## src/rtl/sidc_params.svh

```systemverilog
`ifndef SIDC_PARAMS_SVH
`define SIDC_PARAMS_SVH
// ----------------------------------------
// register offsets
// ----------------------------------------
`define SIDC_OFS_MODE     8'h38
`define SIDC_OFS_DCTRL    8'h3B
`define SIDC_OFS_ADDER    8'h3C
`define SIDC_OFS_EN0      8'h40
`define SIDC_OFS_EN1      8'h41
`define SIDC_OFS_ST0      8'h42
`define SIDC_OFS_ST1      8'h43
`define SIDC_OFS_SCTL0    8'h50
`define SIDC_OFS_OWNID    8'h51
`define SIDC_OFS_ANSID    8'h52
`define SIDC_OFS_ENGST    8'h53
`define SIDC_OFS_PEERID   8'h54
`define SIDC_OFS_FBYTE    8'h55
// ----------------------------------------
// field positions
// ----------------------------------------
`define SIDC_DC_STEP      4
`define SIDC_DC_IRQDRV    3
`define SIDC_DC_TRIG      2
`define SIDC_DC_LEGACY    0
`define SIDC_DM_DEFER     0
`define SIDC_SC0_PARCHK   3
`define SIDC_SC0_PASSPAR  2
`define SIDC_OID_SELEN    6
`define SIDC_OID_RSLEN    5
`define SIDC_OID_ID_LSB   0
`define SIDC_S0_MA        7
`define SIDC_S0_DONE      6
`define SIDC_S0_SEL       5
`define SIDC_S0_RESEL     4
`define SIDC_S0_GROSS     3
`define SIDC_S0_DROP      2
`define SIDC_S0_RST       1
`define SIDC_S0_PERR      0
`define SIDC_S1_SELTO     2
`define SIDC_S1_AUX       1
`define SIDC_S1_HSHK      0
// ----------------------------------------
// reset values and masks
// ----------------------------------------
`define SIDC_RST_BYTE     8'h00
`define SIDC_S1_MASK      8'h07
`define SIDC_DC_MASK      8'h19
`define SIDC_RST_WORD     32'h0000_0000
`endif

```

## src/rtl/sidc_pkg.sv

```systemverilog
package sidc_pkg;
    typedef enum logic [2:0] {
        SIDC_IDLE  = 3'b001,
        SIDC_RUN   = 3'b010,
        SIDC_HALT  = 3'b100
    } sidc_eng_state_type;

    typedef struct packed {
        logic       initiator_mode;
        logic       low_level_mode;
        logic       req_edge;
        logic [2:0] target_phase;
        logic [2:0] expected_phase;
        logic       atn_asserted;
        logic       arb_done;
        logic       arb_sel_done;
        logic       selected_evt;
        logic       reselected_evt;
        logic [2:0] peer_id;
        logic       fifo_underflow;
        logic       fifo_overflow;
        logic       offset_underflow;
        logic       offset_overflow;
        logic       phase_chg_offset;
        logic       residual_fifo;
        logic       disconnect_evt;
        logic       disconnect_expected;
        logic       bus_reset_line;
        logic       scsi_parity_err;
        logic       host_parity_err;
        logic       sel_timeout;
        logic       aux_timer_expired;
        logic       handshake_gap_timeout;
    } sidc_scsi_evt_type;

    typedef struct packed {
        logic       instr_done;
        logic       dma_irq;
        logic [31:0] adder_sum;
    } sidc_engine_type;
endpackage
```

## src/rtl/sidc_core.sv

```systemverilog
// Implementation choice: the strobed register port.
`include "sidc_params.svh"

module sidc_core (
    input  wire logic                        clk_i,
    input  wire logic                        rst_n_i,
    input  wire logic [7:0]                  addr_i,
    input  wire logic [31:0]                 wdata_i,
    input  wire logic                        wr_i,
    input  wire logic                        rd_i,
    output logic      [31:0]                 rdata_o,
    input  wire sidc_pkg::sidc_scsi_evt_type scsi_evt_i,
    input  wire sidc_pkg::sidc_engine_type   engine_i,
    input  wire logic                        dma_pending_flag_i,
    output logic                             fetch_req_o,
    output logic                             engine_running_o,
    output logic                             step_irq_o,
    output logic                             scsi_pending_flag_o,
    output logic                             irq_n_o,
    output logic                             irq_n_oe_o,
    output logic                             irq_pullup_o
);

    // ----------------------------------------
    // register bus
    // ----------------------------------------
    logic [7:0] dma_mode_reg;
    logic [7:0] dma_engine_control_reg;
    logic [7:0] scsi_ctrl_zero_reg;
    logic [7:0] own_id_control_reg;
    logic [7:0] answer_id_mask_reg;
    logic [7:0] scsi_irq_enable_zero_reg;
    logic [7:0] scsi_irq_enable_one_reg;
    logic [7:0] scsi_irq_status_zero_reg;
    logic [7:0] scsi_irq_status_one_reg;
    logic [7:0] captured_peer_id_reg;
    logic [7:0] first_byte_reg_reg;
    logic [31:0] adder_reg;
    logic        irq_latch_reg;
    logic        bus_reset_seen_reg;
    logic        step_irq_reg;
    sidc_pkg::sidc_eng_state_type eng_state_reg;

    logic rd_s0;
    logic rd_s1;
    logic wr_trig;
    logic [7:0] set0;
    logic [7:0] set1;
    logic [7:0] clr0;
    logic [7:0] clr1;
    logic       id_match;
    logic       gross_err;

    assign rd_s0   = rd_i && (addr_i == `SIDC_OFS_ST0);
    assign rd_s1   = rd_i && (addr_i == `SIDC_OFS_ST1);
    assign wr_trig = wr_i && (addr_i == `SIDC_OFS_DCTRL) && wdata_i[`SIDC_DC_TRIG];

    always_ff @(posedge clk_i or negedge rst_n_i) begin
        if (!rst_n_i) begin
            dma_mode_reg             <= `SIDC_RST_BYTE;
            dma_engine_control_reg   <= `SIDC_RST_BYTE;
            scsi_ctrl_zero_reg       <= `SIDC_RST_BYTE;
            own_id_control_reg       <= `SIDC_RST_BYTE;
            answer_id_mask_reg       <= `SIDC_RST_BYTE;
            scsi_irq_enable_zero_reg <= `SIDC_RST_BYTE;
            scsi_irq_enable_one_reg  <= `SIDC_RST_BYTE;
        end else if (wr_i) begin
            case (addr_i)
                `SIDC_OFS_MODE: dma_mode_reg <= wdata_i[7:0];
                `SIDC_OFS_DCTRL: dma_engine_control_reg <= wdata_i[7:0] & `SIDC_DC_MASK;
                `SIDC_OFS_SCTL0: scsi_ctrl_zero_reg <= wdata_i[7:0];
                `SIDC_OFS_OWNID: own_id_control_reg <= wdata_i[7:0];
                `SIDC_OFS_ANSID: answer_id_mask_reg <= wdata_i[7:0];
                `SIDC_OFS_EN0: scsi_irq_enable_zero_reg <= wdata_i[7:0];
                `SIDC_OFS_EN1: scsi_irq_enable_one_reg <= wdata_i[7:0] & `SIDC_S1_MASK;
                default: ;
            endcase
        end
    end

    always_ff @(posedge clk_i or negedge rst_n_i) begin
        if (!rst_n_i) begin
            rdata_o <= `SIDC_RST_WORD;
        end else if (rd_i) begin
            case (addr_i)
                `SIDC_OFS_MODE:   rdata_o <= {24'h000000, dma_mode_reg};
                `SIDC_OFS_DCTRL:  rdata_o <= {24'h000000, dma_engine_control_reg};
                `SIDC_OFS_ADDER:  rdata_o <= adder_reg;
                `SIDC_OFS_EN0:    rdata_o <= {24'h000000, scsi_irq_enable_zero_reg};
                `SIDC_OFS_EN1:    rdata_o <= {24'h000000, scsi_irq_enable_one_reg};
                `SIDC_OFS_ST0:    rdata_o <= {24'h000000, scsi_irq_status_zero_reg};
                `SIDC_OFS_ST1:    rdata_o <= {24'h000000, scsi_irq_status_one_reg};
                `SIDC_OFS_SCTL0:  rdata_o <= {24'h000000, scsi_ctrl_zero_reg};
                `SIDC_OFS_OWNID:  rdata_o <= {24'h000000, own_id_control_reg};
                `SIDC_OFS_ANSID:  rdata_o <= {24'h000000, answer_id_mask_reg};
                `SIDC_OFS_ENGST:  rdata_o <= {29'h00000000, eng_state_reg};
                `SIDC_OFS_PEERID: rdata_o <= {24'h000000, captured_peer_id_reg};
                `SIDC_OFS_FBYTE:  rdata_o <= {24'h000000, first_byte_reg_reg};
                default:          rdata_o <= `SIDC_RST_WORD;
            endcase
        end else begin
            rdata_o <= `SIDC_RST_WORD;
        end
    end

    // ----------------------------------------
    // adder capture
    // ----------------------------------------
    always_ff @(posedge clk_i or negedge rst_n_i) begin
        if (!rst_n_i) begin
            adder_reg <= `SIDC_RST_WORD;
        end else begin
            adder_reg <= engine_i.adder_sum;
        end
    end

    // ----------------------------------------
    // status event decode
    // ----------------------------------------
    assign id_match = answer_id_mask_reg[scsi_evt_i.peer_id];
    assign gross_err = scsi_evt_i.fifo_underflow | scsi_evt_i.fifo_overflow
                     | (!scsi_evt_i.initiator_mode & scsi_evt_i.offset_underflow)
                     | (scsi_evt_i.initiator_mode & scsi_evt_i.offset_overflow)
                     | (scsi_evt_i.initiator_mode & scsi_evt_i.phase_chg_offset)
                     | scsi_evt_i.residual_fifo;

    always_comb begin
        set0 = `SIDC_RST_BYTE;
        set0[`SIDC_S0_MA] = scsi_evt_i.initiator_mode
            ? (scsi_evt_i.req_edge && scsi_evt_i.target_phase != scsi_evt_i.expected_phase)
            : scsi_evt_i.atn_asserted;
        set0[`SIDC_S0_DONE] = scsi_evt_i.arb_done | scsi_evt_i.arb_sel_done;
        set0[`SIDC_S0_SEL] = scsi_evt_i.selected_evt & id_match
                           & own_id_control_reg[`SIDC_OID_SELEN];
        set0[`SIDC_S0_RESEL] = scsi_evt_i.reselected_evt & id_match
                             & own_id_control_reg[`SIDC_OID_RSLEN];
        set0[`SIDC_S0_GROSS] = gross_err;
        set0[`SIDC_S0_DROP] = (scsi_evt_i.disconnect_evt
                              & ((scsi_evt_i.initiator_mode & !scsi_evt_i.disconnect_expected)
                                 | scsi_evt_i.low_level_mode))
                           | scsi_evt_i.sel_timeout;
        set0[`SIDC_S0_RST] = scsi_evt_i.bus_reset_line & !bus_reset_seen_reg;
        set0[`SIDC_S0_PERR] = scsi_ctrl_zero_reg[`SIDC_SC0_PARCHK]
            & (scsi_evt_i.scsi_parity_err
               | (scsi_evt_i.host_parity_err
                  & !scsi_ctrl_zero_reg[`SIDC_SC0_PASSPAR]));
        set1 = `SIDC_RST_BYTE;
        set1[`SIDC_S1_SELTO] = scsi_evt_i.sel_timeout;
        set1[`SIDC_S1_AUX] = scsi_evt_i.aux_timer_expired;
        set1[`SIDC_S1_HSHK] = scsi_evt_i.handshake_gap_timeout;
    end

    assign clr0 = rd_s0 ? scsi_irq_status_zero_reg : `SIDC_RST_BYTE;
    assign clr1 = rd_s1 ? scsi_irq_status_one_reg : `SIDC_RST_BYTE;

    always_ff @(posedge clk_i or negedge rst_n_i) begin
        if (!rst_n_i) begin
            bus_reset_seen_reg <= 1'b0;
        end else begin
            bus_reset_seen_reg <= scsi_evt_i.bus_reset_line;
        end
    end

    // ----------------------------------------
    // sticky status, set wins over clear
    // ----------------------------------------
    always_ff @(posedge clk_i or negedge rst_n_i) begin
        if (!rst_n_i) begin
            scsi_irq_status_zero_reg <= `SIDC_RST_BYTE;
            scsi_irq_status_one_reg  <= `SIDC_RST_BYTE;
        end else begin
            scsi_irq_status_zero_reg <= (scsi_irq_status_zero_reg & ~clr0) | set0;
            scsi_irq_status_one_reg  <= (scsi_irq_status_one_reg & ~clr1) | set1;
        end
    end

    // ----------------------------------------
    // captured ID storage
    // ----------------------------------------
    always_ff @(posedge clk_i or negedge rst_n_i) begin
        if (!rst_n_i) begin
            captured_peer_id_reg <= `SIDC_RST_BYTE;
            first_byte_reg_reg   <= `SIDC_RST_BYTE;
        end else if (set0[`SIDC_S0_SEL] | set0[`SIDC_S0_RESEL]) begin
            captured_peer_id_reg <= {5'h00, scsi_evt_i.peer_id};
            if (!dma_engine_control_reg[`SIDC_DC_LEGACY]) begin
                first_byte_reg_reg <= {5'h00, scsi_evt_i.peer_id};
            end
        end
    end

    // ----------------------------------------
    // host interrupt, latched
    // ----------------------------------------
    logic irq_cause;
    assign irq_cause = |(set0 & scsi_irq_enable_zero_reg)
                     | |(set1 & scsi_irq_enable_one_reg)
                     | |(scsi_irq_status_zero_reg & ~clr0 & scsi_irq_enable_zero_reg)
                     | |(scsi_irq_status_one_reg & ~clr1 & scsi_irq_enable_one_reg);

    always_ff @(posedge clk_i or negedge rst_n_i) begin
        if (!rst_n_i) begin
            irq_latch_reg <= 1'b0;
        end else if (irq_cause | engine_i.dma_irq | step_irq_reg) begin
            irq_latch_reg <= 1'b1;
        end else if (rd_s0 | rd_s1 | !dma_pending_flag_i) begin
            irq_latch_reg <= (|scsi_irq_status_zero_reg & ~rd_s0 & 1'b0)
                           | (dma_pending_flag_i & 1'b0)
                           | ((|(scsi_irq_status_zero_reg & ~clr0))
                              | (|(scsi_irq_status_one_reg & ~clr1)))
                             & irq_latch_reg;
        end
    end

    assign scsi_pending_flag_o = |scsi_irq_status_zero_reg | |scsi_irq_status_one_reg;
    assign irq_n_o      = 1'b0;
    assign irq_n_oe_o   = irq_latch_reg;
    assign irq_pullup_o = !dma_engine_control_reg[`SIDC_DC_IRQDRV];

    // ----------------------------------------
    // script engine sequencing
    // ----------------------------------------
    logic any_irq;
    assign any_irq = irq_cause | engine_i.dma_irq;

    always_ff @(posedge clk_i or negedge rst_n_i) begin
        if (!rst_n_i) begin
            eng_state_reg <= sidc_pkg::SIDC_IDLE;
            step_irq_reg  <= 1'b0;
        end else begin
            step_irq_reg <= 1'b0;
            case (eng_state_reg)
                sidc_pkg::SIDC_IDLE: begin
                    if (wr_trig) begin
                        eng_state_reg <= sidc_pkg::SIDC_RUN;
                    end
                end
                sidc_pkg::SIDC_RUN: begin
                    if (any_irq) begin
                        eng_state_reg <= sidc_pkg::SIDC_IDLE;
                    end else if (engine_i.instr_done
                                 && dma_engine_control_reg[`SIDC_DC_STEP]) begin
                        eng_state_reg <= sidc_pkg::SIDC_HALT;
                        step_irq_reg  <= 1'b1;
                    end
                end
                sidc_pkg::SIDC_HALT: begin
                    if (wr_trig) begin
                        eng_state_reg <= sidc_pkg::SIDC_RUN;
                    end
                end
                default: eng_state_reg <= sidc_pkg::SIDC_IDLE;
            endcase
        end
    end

    assign fetch_req_o      = eng_state_reg == sidc_pkg::SIDC_RUN;
    assign engine_running_o = eng_state_reg == sidc_pkg::SIDC_RUN;
    assign step_irq_o       = step_irq_reg;

endmodule

```

## config.mk

```make
export PLATFORM = sky130hd
export DESIGN_NAME = sidc_core
export DESIGN_NICKNAME = d
export VERILOG_FILES = /design/src/rtl/sidc_pkg.sv /design/src/rtl/sidc_core.sv
export VERILOG_INCLUDE_DIRS = /design/src /design/src/rtl
export SDC_FILE = /design/constraint.sdc
export NUM_CORES = 1
export LEC_CHECK = 0
export BUFFER_PORTS_ARGS = -buffer_cell sky130_fd_sc_hd__buf_4
export CAP_MARGIN = 15
export CORE_MARGIN = 4
export CORE_UTILIZATION = 53
export DETAILED_ROUTE_END_ITERATION = 7
export PLACE_DENSITY = 0.9
export SYNTH_ARGS = -nofsm -noshare
export SYNTH_HDL_FRONTEND = slang
export SYNTH_SLANG_ARGS = --single-unit
```

## constraint.sdc

```tcl
create_clock -name clk_i -period 2.7 [get_ports clk_i]
set_input_delay 0.54 -clock clk_i [delete_from_list [all_inputs] [get_ports clk_i]]
set_output_delay 0.54 -clock clk_i [all_outputs]
set_load 0.03 [all_outputs]
```

Yosys cells after proc, flatten, opt, wreduce, memory -nomap -nowiden --
Cells that the tools add are included.
Word-level totals: flip-flop bits (word level) 138, output and inout port bits 39
Operators by class: order comparisons 1, equality and inequality tests 19, multiplexer cells 16, bitwise logic cells 43, reductions and logical operators 31
Operator list (number):
- $pmux 32 s13 | 1
- $eq 8x7->1 const B | 10
- $reduce_or 8->1 | 8
- $and 8x8->8 | 4
- $mux 32 | 1
- $eq 8x6->1 const B | 3
- $or 1x1->1 | 19
- $reduce_and 2->1 | 9
- $mux 8 | 2
- $not 8->8 | 2
- $and 1x1->1 | 13
- $mux 3 | 3
- $and 8x3->8 | 1
- $or 8x3->8 | 1
- $or 8x8->8 | 1
- $mux 1 | 7
- $logic_and 1x1->1 | 6
- $logic_not 1->1 | 6
- $pmux 3 s2 | 1
- $lt 3x4->1 const B | 1
- $and 3x3->3 | 1
- $bmux 1 s3 | 1
- $eq 3x1->1 const B | 1
- $eq 3x2->1 const B | 1
- other kinds (7) | 7

Longest topological paths before layout --
depth in word-level cells 14, gate-level depth with buffers 9

Worst setup path before layout --
OpenSTA, ideal clock, no wires.
kind input port to flip-flop, start point input port addr_i[2], end point register irq_latch_reg, in the netlist irq_n_oe_o, library setup time 0.124 ns, arrival 2.093 ns, data required time 2.576 ns, slack 0.483 ns, stages on the path 7, path through clkbuf_1 -> nor3_1 -> and2_1 -> a22o_1 -> nand4_1 -> or4_4 -> or2_1
Between the ends: longest elaborated chain between the ends 12, elaborated cells between the ends (all ways) 27
RTL lines:
- from (decl) | RTL line sidc_core.sv:7 | input wire logic [7:0] addr_i,
- $eq 8x7->1
- $logic_and 1x1->1 | RTL line sidc_core.sv:54 | assign rd_s0 = rd_i && (addr_i == `SIDC_OFS_ST0);
- $mux 8 (no source line)
- $not 8->8 | RTL line sidc_core.sv:198, sidc_core.sv:209
- $and 8x8->8 | RTL line sidc_core.sv:198, sidc_core.sv:209
- $and 8x8->8 | RTL line sidc_core.sv:198 | | |(scsi_irq_status_zero_reg & ~clr0 & scsi_irq_enable_zero_reg)
- $reduce_or 8->1 | RTL line sidc_core.sv:198
- $or 1x1->1 | RTL line sidc_core.sv:198
- $or 1x1->1 | RTL line sidc_core.sv:199 | | |(scsi_irq_status_one_reg & ~clr1 & scsi_irq_enable_one_reg);
- $or 1x1->1 (2 in series) | RTL line sidc_core.sv:204 | end else if (irq_cause | engine_i.dma_irq | step_irq_reg) begin
- $mux 1 / $reduce_bool 2->1 (equally long branches)
- to (signal assigned) | RTL line sidc_core.sv:207 | irq_latch_reg <= (|scsi_irq_status_zero_reg & ~rd_s0 & 1'b0)
- to (decl) | RTL line sidc_core.sv:39 | logic irq_latch_reg;
Parallel ways exist; a longest one is shown, timed or not. The select of a mux whose other input is x is not followed. A chain may end at the register's enable or synchronous reset.

Worst setup path after layout --
start point register scsi_irq_status_zero_reg[6], end point output port scsi_pending_flag_o
Between the ends: longest elaborated chain between the ends 2
RTL lines:
- from (decl) | RTL line sidc_core.sv:34 | logic [7:0] scsi_irq_status_zero_reg;
- from (signal assigned) | RTL line sidc_core.sv:169 | scsi_irq_status_zero_reg <= `SIDC_RST_BYTE;
- from (signal assigned) | RTL line sidc_core.sv:172 | scsi_irq_status_zero_reg <= (scsi_irq_status_zero_reg & ~clr0) | set0;
- $reduce_or 8->1 | RTL line sidc_core.sv:215 | assign scsi_pending_flag_o = |scsi_irq_status_zero_reg | |scsi_irq_status_one_reg;
- $or 1x1->1 | RTL line sidc_core.sv:215
- to (decl) | RTL line sidc_core.sv:18 | output logic scsi_pending_flag_o,
Every way passes these cells.

==> flow_metrics.tcl <==
set metrics [dict create \
    layout_common_cells "142 x buf_4, 137 x dfrtp_1, 54 x mux2_2" \
    max_freq_mhz 393 \
    critPathKind "flop to output port" \
    power_leakage_uw 0.00358 \
    use_met2 0.393 \
    ctsRootBufferMaster "clkbuf_8" \
    ff2ff_setup_slack_ps 390 \
    cts_buffers 17 \
    start_kind "flop" \
    antenna_found_initial 0 \
    cts_resized 0 \
    period_minus_slack_ps 2540 \
    grt_start_max_net_pins 65 \
    setup.worst_path.end_class "output port" \
    fin_crit_sh 0.942 \
    dpl.hpwl_um 11000 \
    path_clk_slew_ps 60 \
    area_delta_synth_final_pct 30.4 \
    hold_viol_final 0 \
    avgViaCountPerCell 5.98 \
    worstSetupEndpoint "scsi_pending_flag_o" \
    timing.rr.end "irq_n_oe_o" \
    vias 4473 \
    drtAntennaViolNets 0 \
    diodes 0 \
    grt_overflow 0 \
    fin_skew_ps 6.23 \
    grtUsageTotal 0.252 \
    io_buffers 123 \
    crit_arrival_ps 2000 \
    hold_path_depth 1 \
    hold_start "engine_i[30]" \
    num_io_pins 149 \
    power_density_nw_per_um2 627 \
    hold_class "primary input to flop" \
    rsz0062_at_grt "false" \
    synth.distinct_cells 54 \
    synth_warnings 0 \
    use_met1 0.313 \
    grt_busiest_layer "met2" \
    startpoint "scsi_irq_status_zero_reg[6]" \
    gp_congestion 0.961 \
    cts_setup_buffers 0 \
    status "finished clean" \
    ys_async_sr_fraction 1.00 \
    rows 37 \
    relSlewSlack 0.541 \
    synth_area_leader_cell "dfrtp_1" \
    cts_tree "done" \
    maxCapViolCount 0 \
    postSynthAreaPerCell_um2 12.6 \
    cp_max_fo 4 \
    cts_htree_levels 4 \
    dieArea_um2 12500 \
    synth_edf_count 0 \
    vdd_drop_max_uv 764 \
    fin_tns_setup_ps 0 \
    die_y_um 112 \
    crit_chain "nor4_1, nand4_1, buf_4" \
    clockBufferDepth 2 \
    synth-main-ff-cell "dfrtp_1" \
    worstSkewPairLatency_ps 530 \
    firstDrtPassIters 6 \
    nets 709 \
    r2r-start "scsi_irq_enable_one_reg[0]" \
    drc 0 \
    cts.sinks 138 \
    ys_ff_latch 138 \
    wl_per_cell_um 20.4 \
    grt_pass1_vias 4616 \
    final_common_cell "buf_4" \
    critical_path_required_ps 2160 \
    ys_seq_area_frac 0.603 \
    initial_utilization 0.550 \
    tightestPinTransition_ps 682 \
    drive_gt1_frac 0.387 \
    finalSetupViolCount 0 \
    drt_iter0_markers 354 \
    cp_slowest_cell "nor4_1" \
    finalWirelength_um 15300 \
    synth_nets 565 \
    use_met3 0.106 \
    die_w_um 112 \
    synth_area_leaders "dfrtp_1 60%, mux2_2 11%, and2_1 3.4%" \
    holdWs_ps 113 \
    postSynthCellCount 455 \
    cts_hold_buf 1 \
    r2r.worst_path.cells 5 \
    slew_violations 0 \
    grt_pass1_wl_um 24500 \
    synth_top_cell_area_share 0.599 \
    max_stage_delay_ps 600 \
    netlist_area_um2 5730 \
    core_area_um2 10400 \
]
## area by class of cell
| cell class | instances | area [um^2] |
|---|---|---|
| flip-flops and latches | 138 | 3450 |
| fillers | 689 | 2950 |
| multi-input cells | 295 | 2180 |
| repair buffers | 144 | 1100 |
| clock buffers | 18 | 428 |
| well taps | 136 | 170 |
| clock inverters | 14 | 129 |
| inverters | 3 | 11.3 |
## per-layer routing
| layer | routed length, um | share of wire |
|---|---|---|
| met1 | 5780 | 0.38 |
| met3 | 1780 | 0.12 |
| met2 | 7060 | 0.46 |
| met5 | 0 | 0 |
| met4 | 660 | 0.043 |
## synthesized netlist by cell type, types with 2 or more instances
library cell  number
dfrtp_1          137
mux2_2            54
and2_1            31
nand2_1           29
a21oi_1           21
a22oi_1           16
nor2_1            15
o21ai_0           15
nand3_1           13
clkbuf_1          11
mux2i_1            9
nor2b_1            9
nor4_1             6
a21o_1             5
a221oi_1           5
a22o_1             5
nor3_1             5
a31oi_1            4
and3_1             4
buf_2              4
nand2b_1           4
nand4_1            4
a211o_1            3
inv_1              3
o21a_1             3
xnor2_1            3
a221o_1            2
a32oi_1            2
buf_1              2
buf_4              2
mux4_1             2
nor3_2             2
nor3b_1            2
o21bai_1           2
o22a_1             2
## critical path, delay by kind of cell, from the launching register on
family,cells,cell delay (ps)
simple gates,2,800
flops,1,450
buf+inv,1,230
## kinds of logic after synthesis
logic type             count (synthesis)  synth area share
AO/OA/AOI/OAI                         95             0.115
XOR/XNOR                               3           0.00459
AND/OR/NAND/NOR                      129             0.121
flip-flops                           138             0.603
buffers and inverters                 22            0.0166
other                                  1          0.000655
multiplexers                          67             0.139
## per-stage QoR
| step | power (uW) | area (um^2) | setup WS, ps | util | cells |
|---|---|---|---|---|---|
| after floorplan | 2350 | 5730 | 483 | - | 455 |
| after global placement | 2550 | 6900 | 262 | 0.662 | 715 |
| after detailed placement | 2570 | 6900 | 199 | 0.662 | 715 |
| after CTS | 4710 | 7470 | 187 | 0.717 | 748 |
| after global routing | 4850 | 7470 | 130 | 0.717 | 748 |
| final | 4680 | 7470 | 158 | 0.717 | 748 |
## how the worst min path moves through the flow
| stage | endpoint |
|---|---|
| after floorplan | adder_reg[0] |
| after global placement | rdata_o[14] |
| after detailed placement | rdata_o[19] |
| after CTS | adder_reg[30] |
| after global routing | adder_reg[30] |
| final | adder_reg[30] |
## where the power goes
part | internal [uW] | total (uW) | switching, uW
clock | 1190 | 2140 | 949
combinational | 177 | 355 | 179
sequential | 2140 | 2190 | 49.7
total | 3500 | 4680 | 1180
No activity file was read; power rests on OpenSTA's default activity.
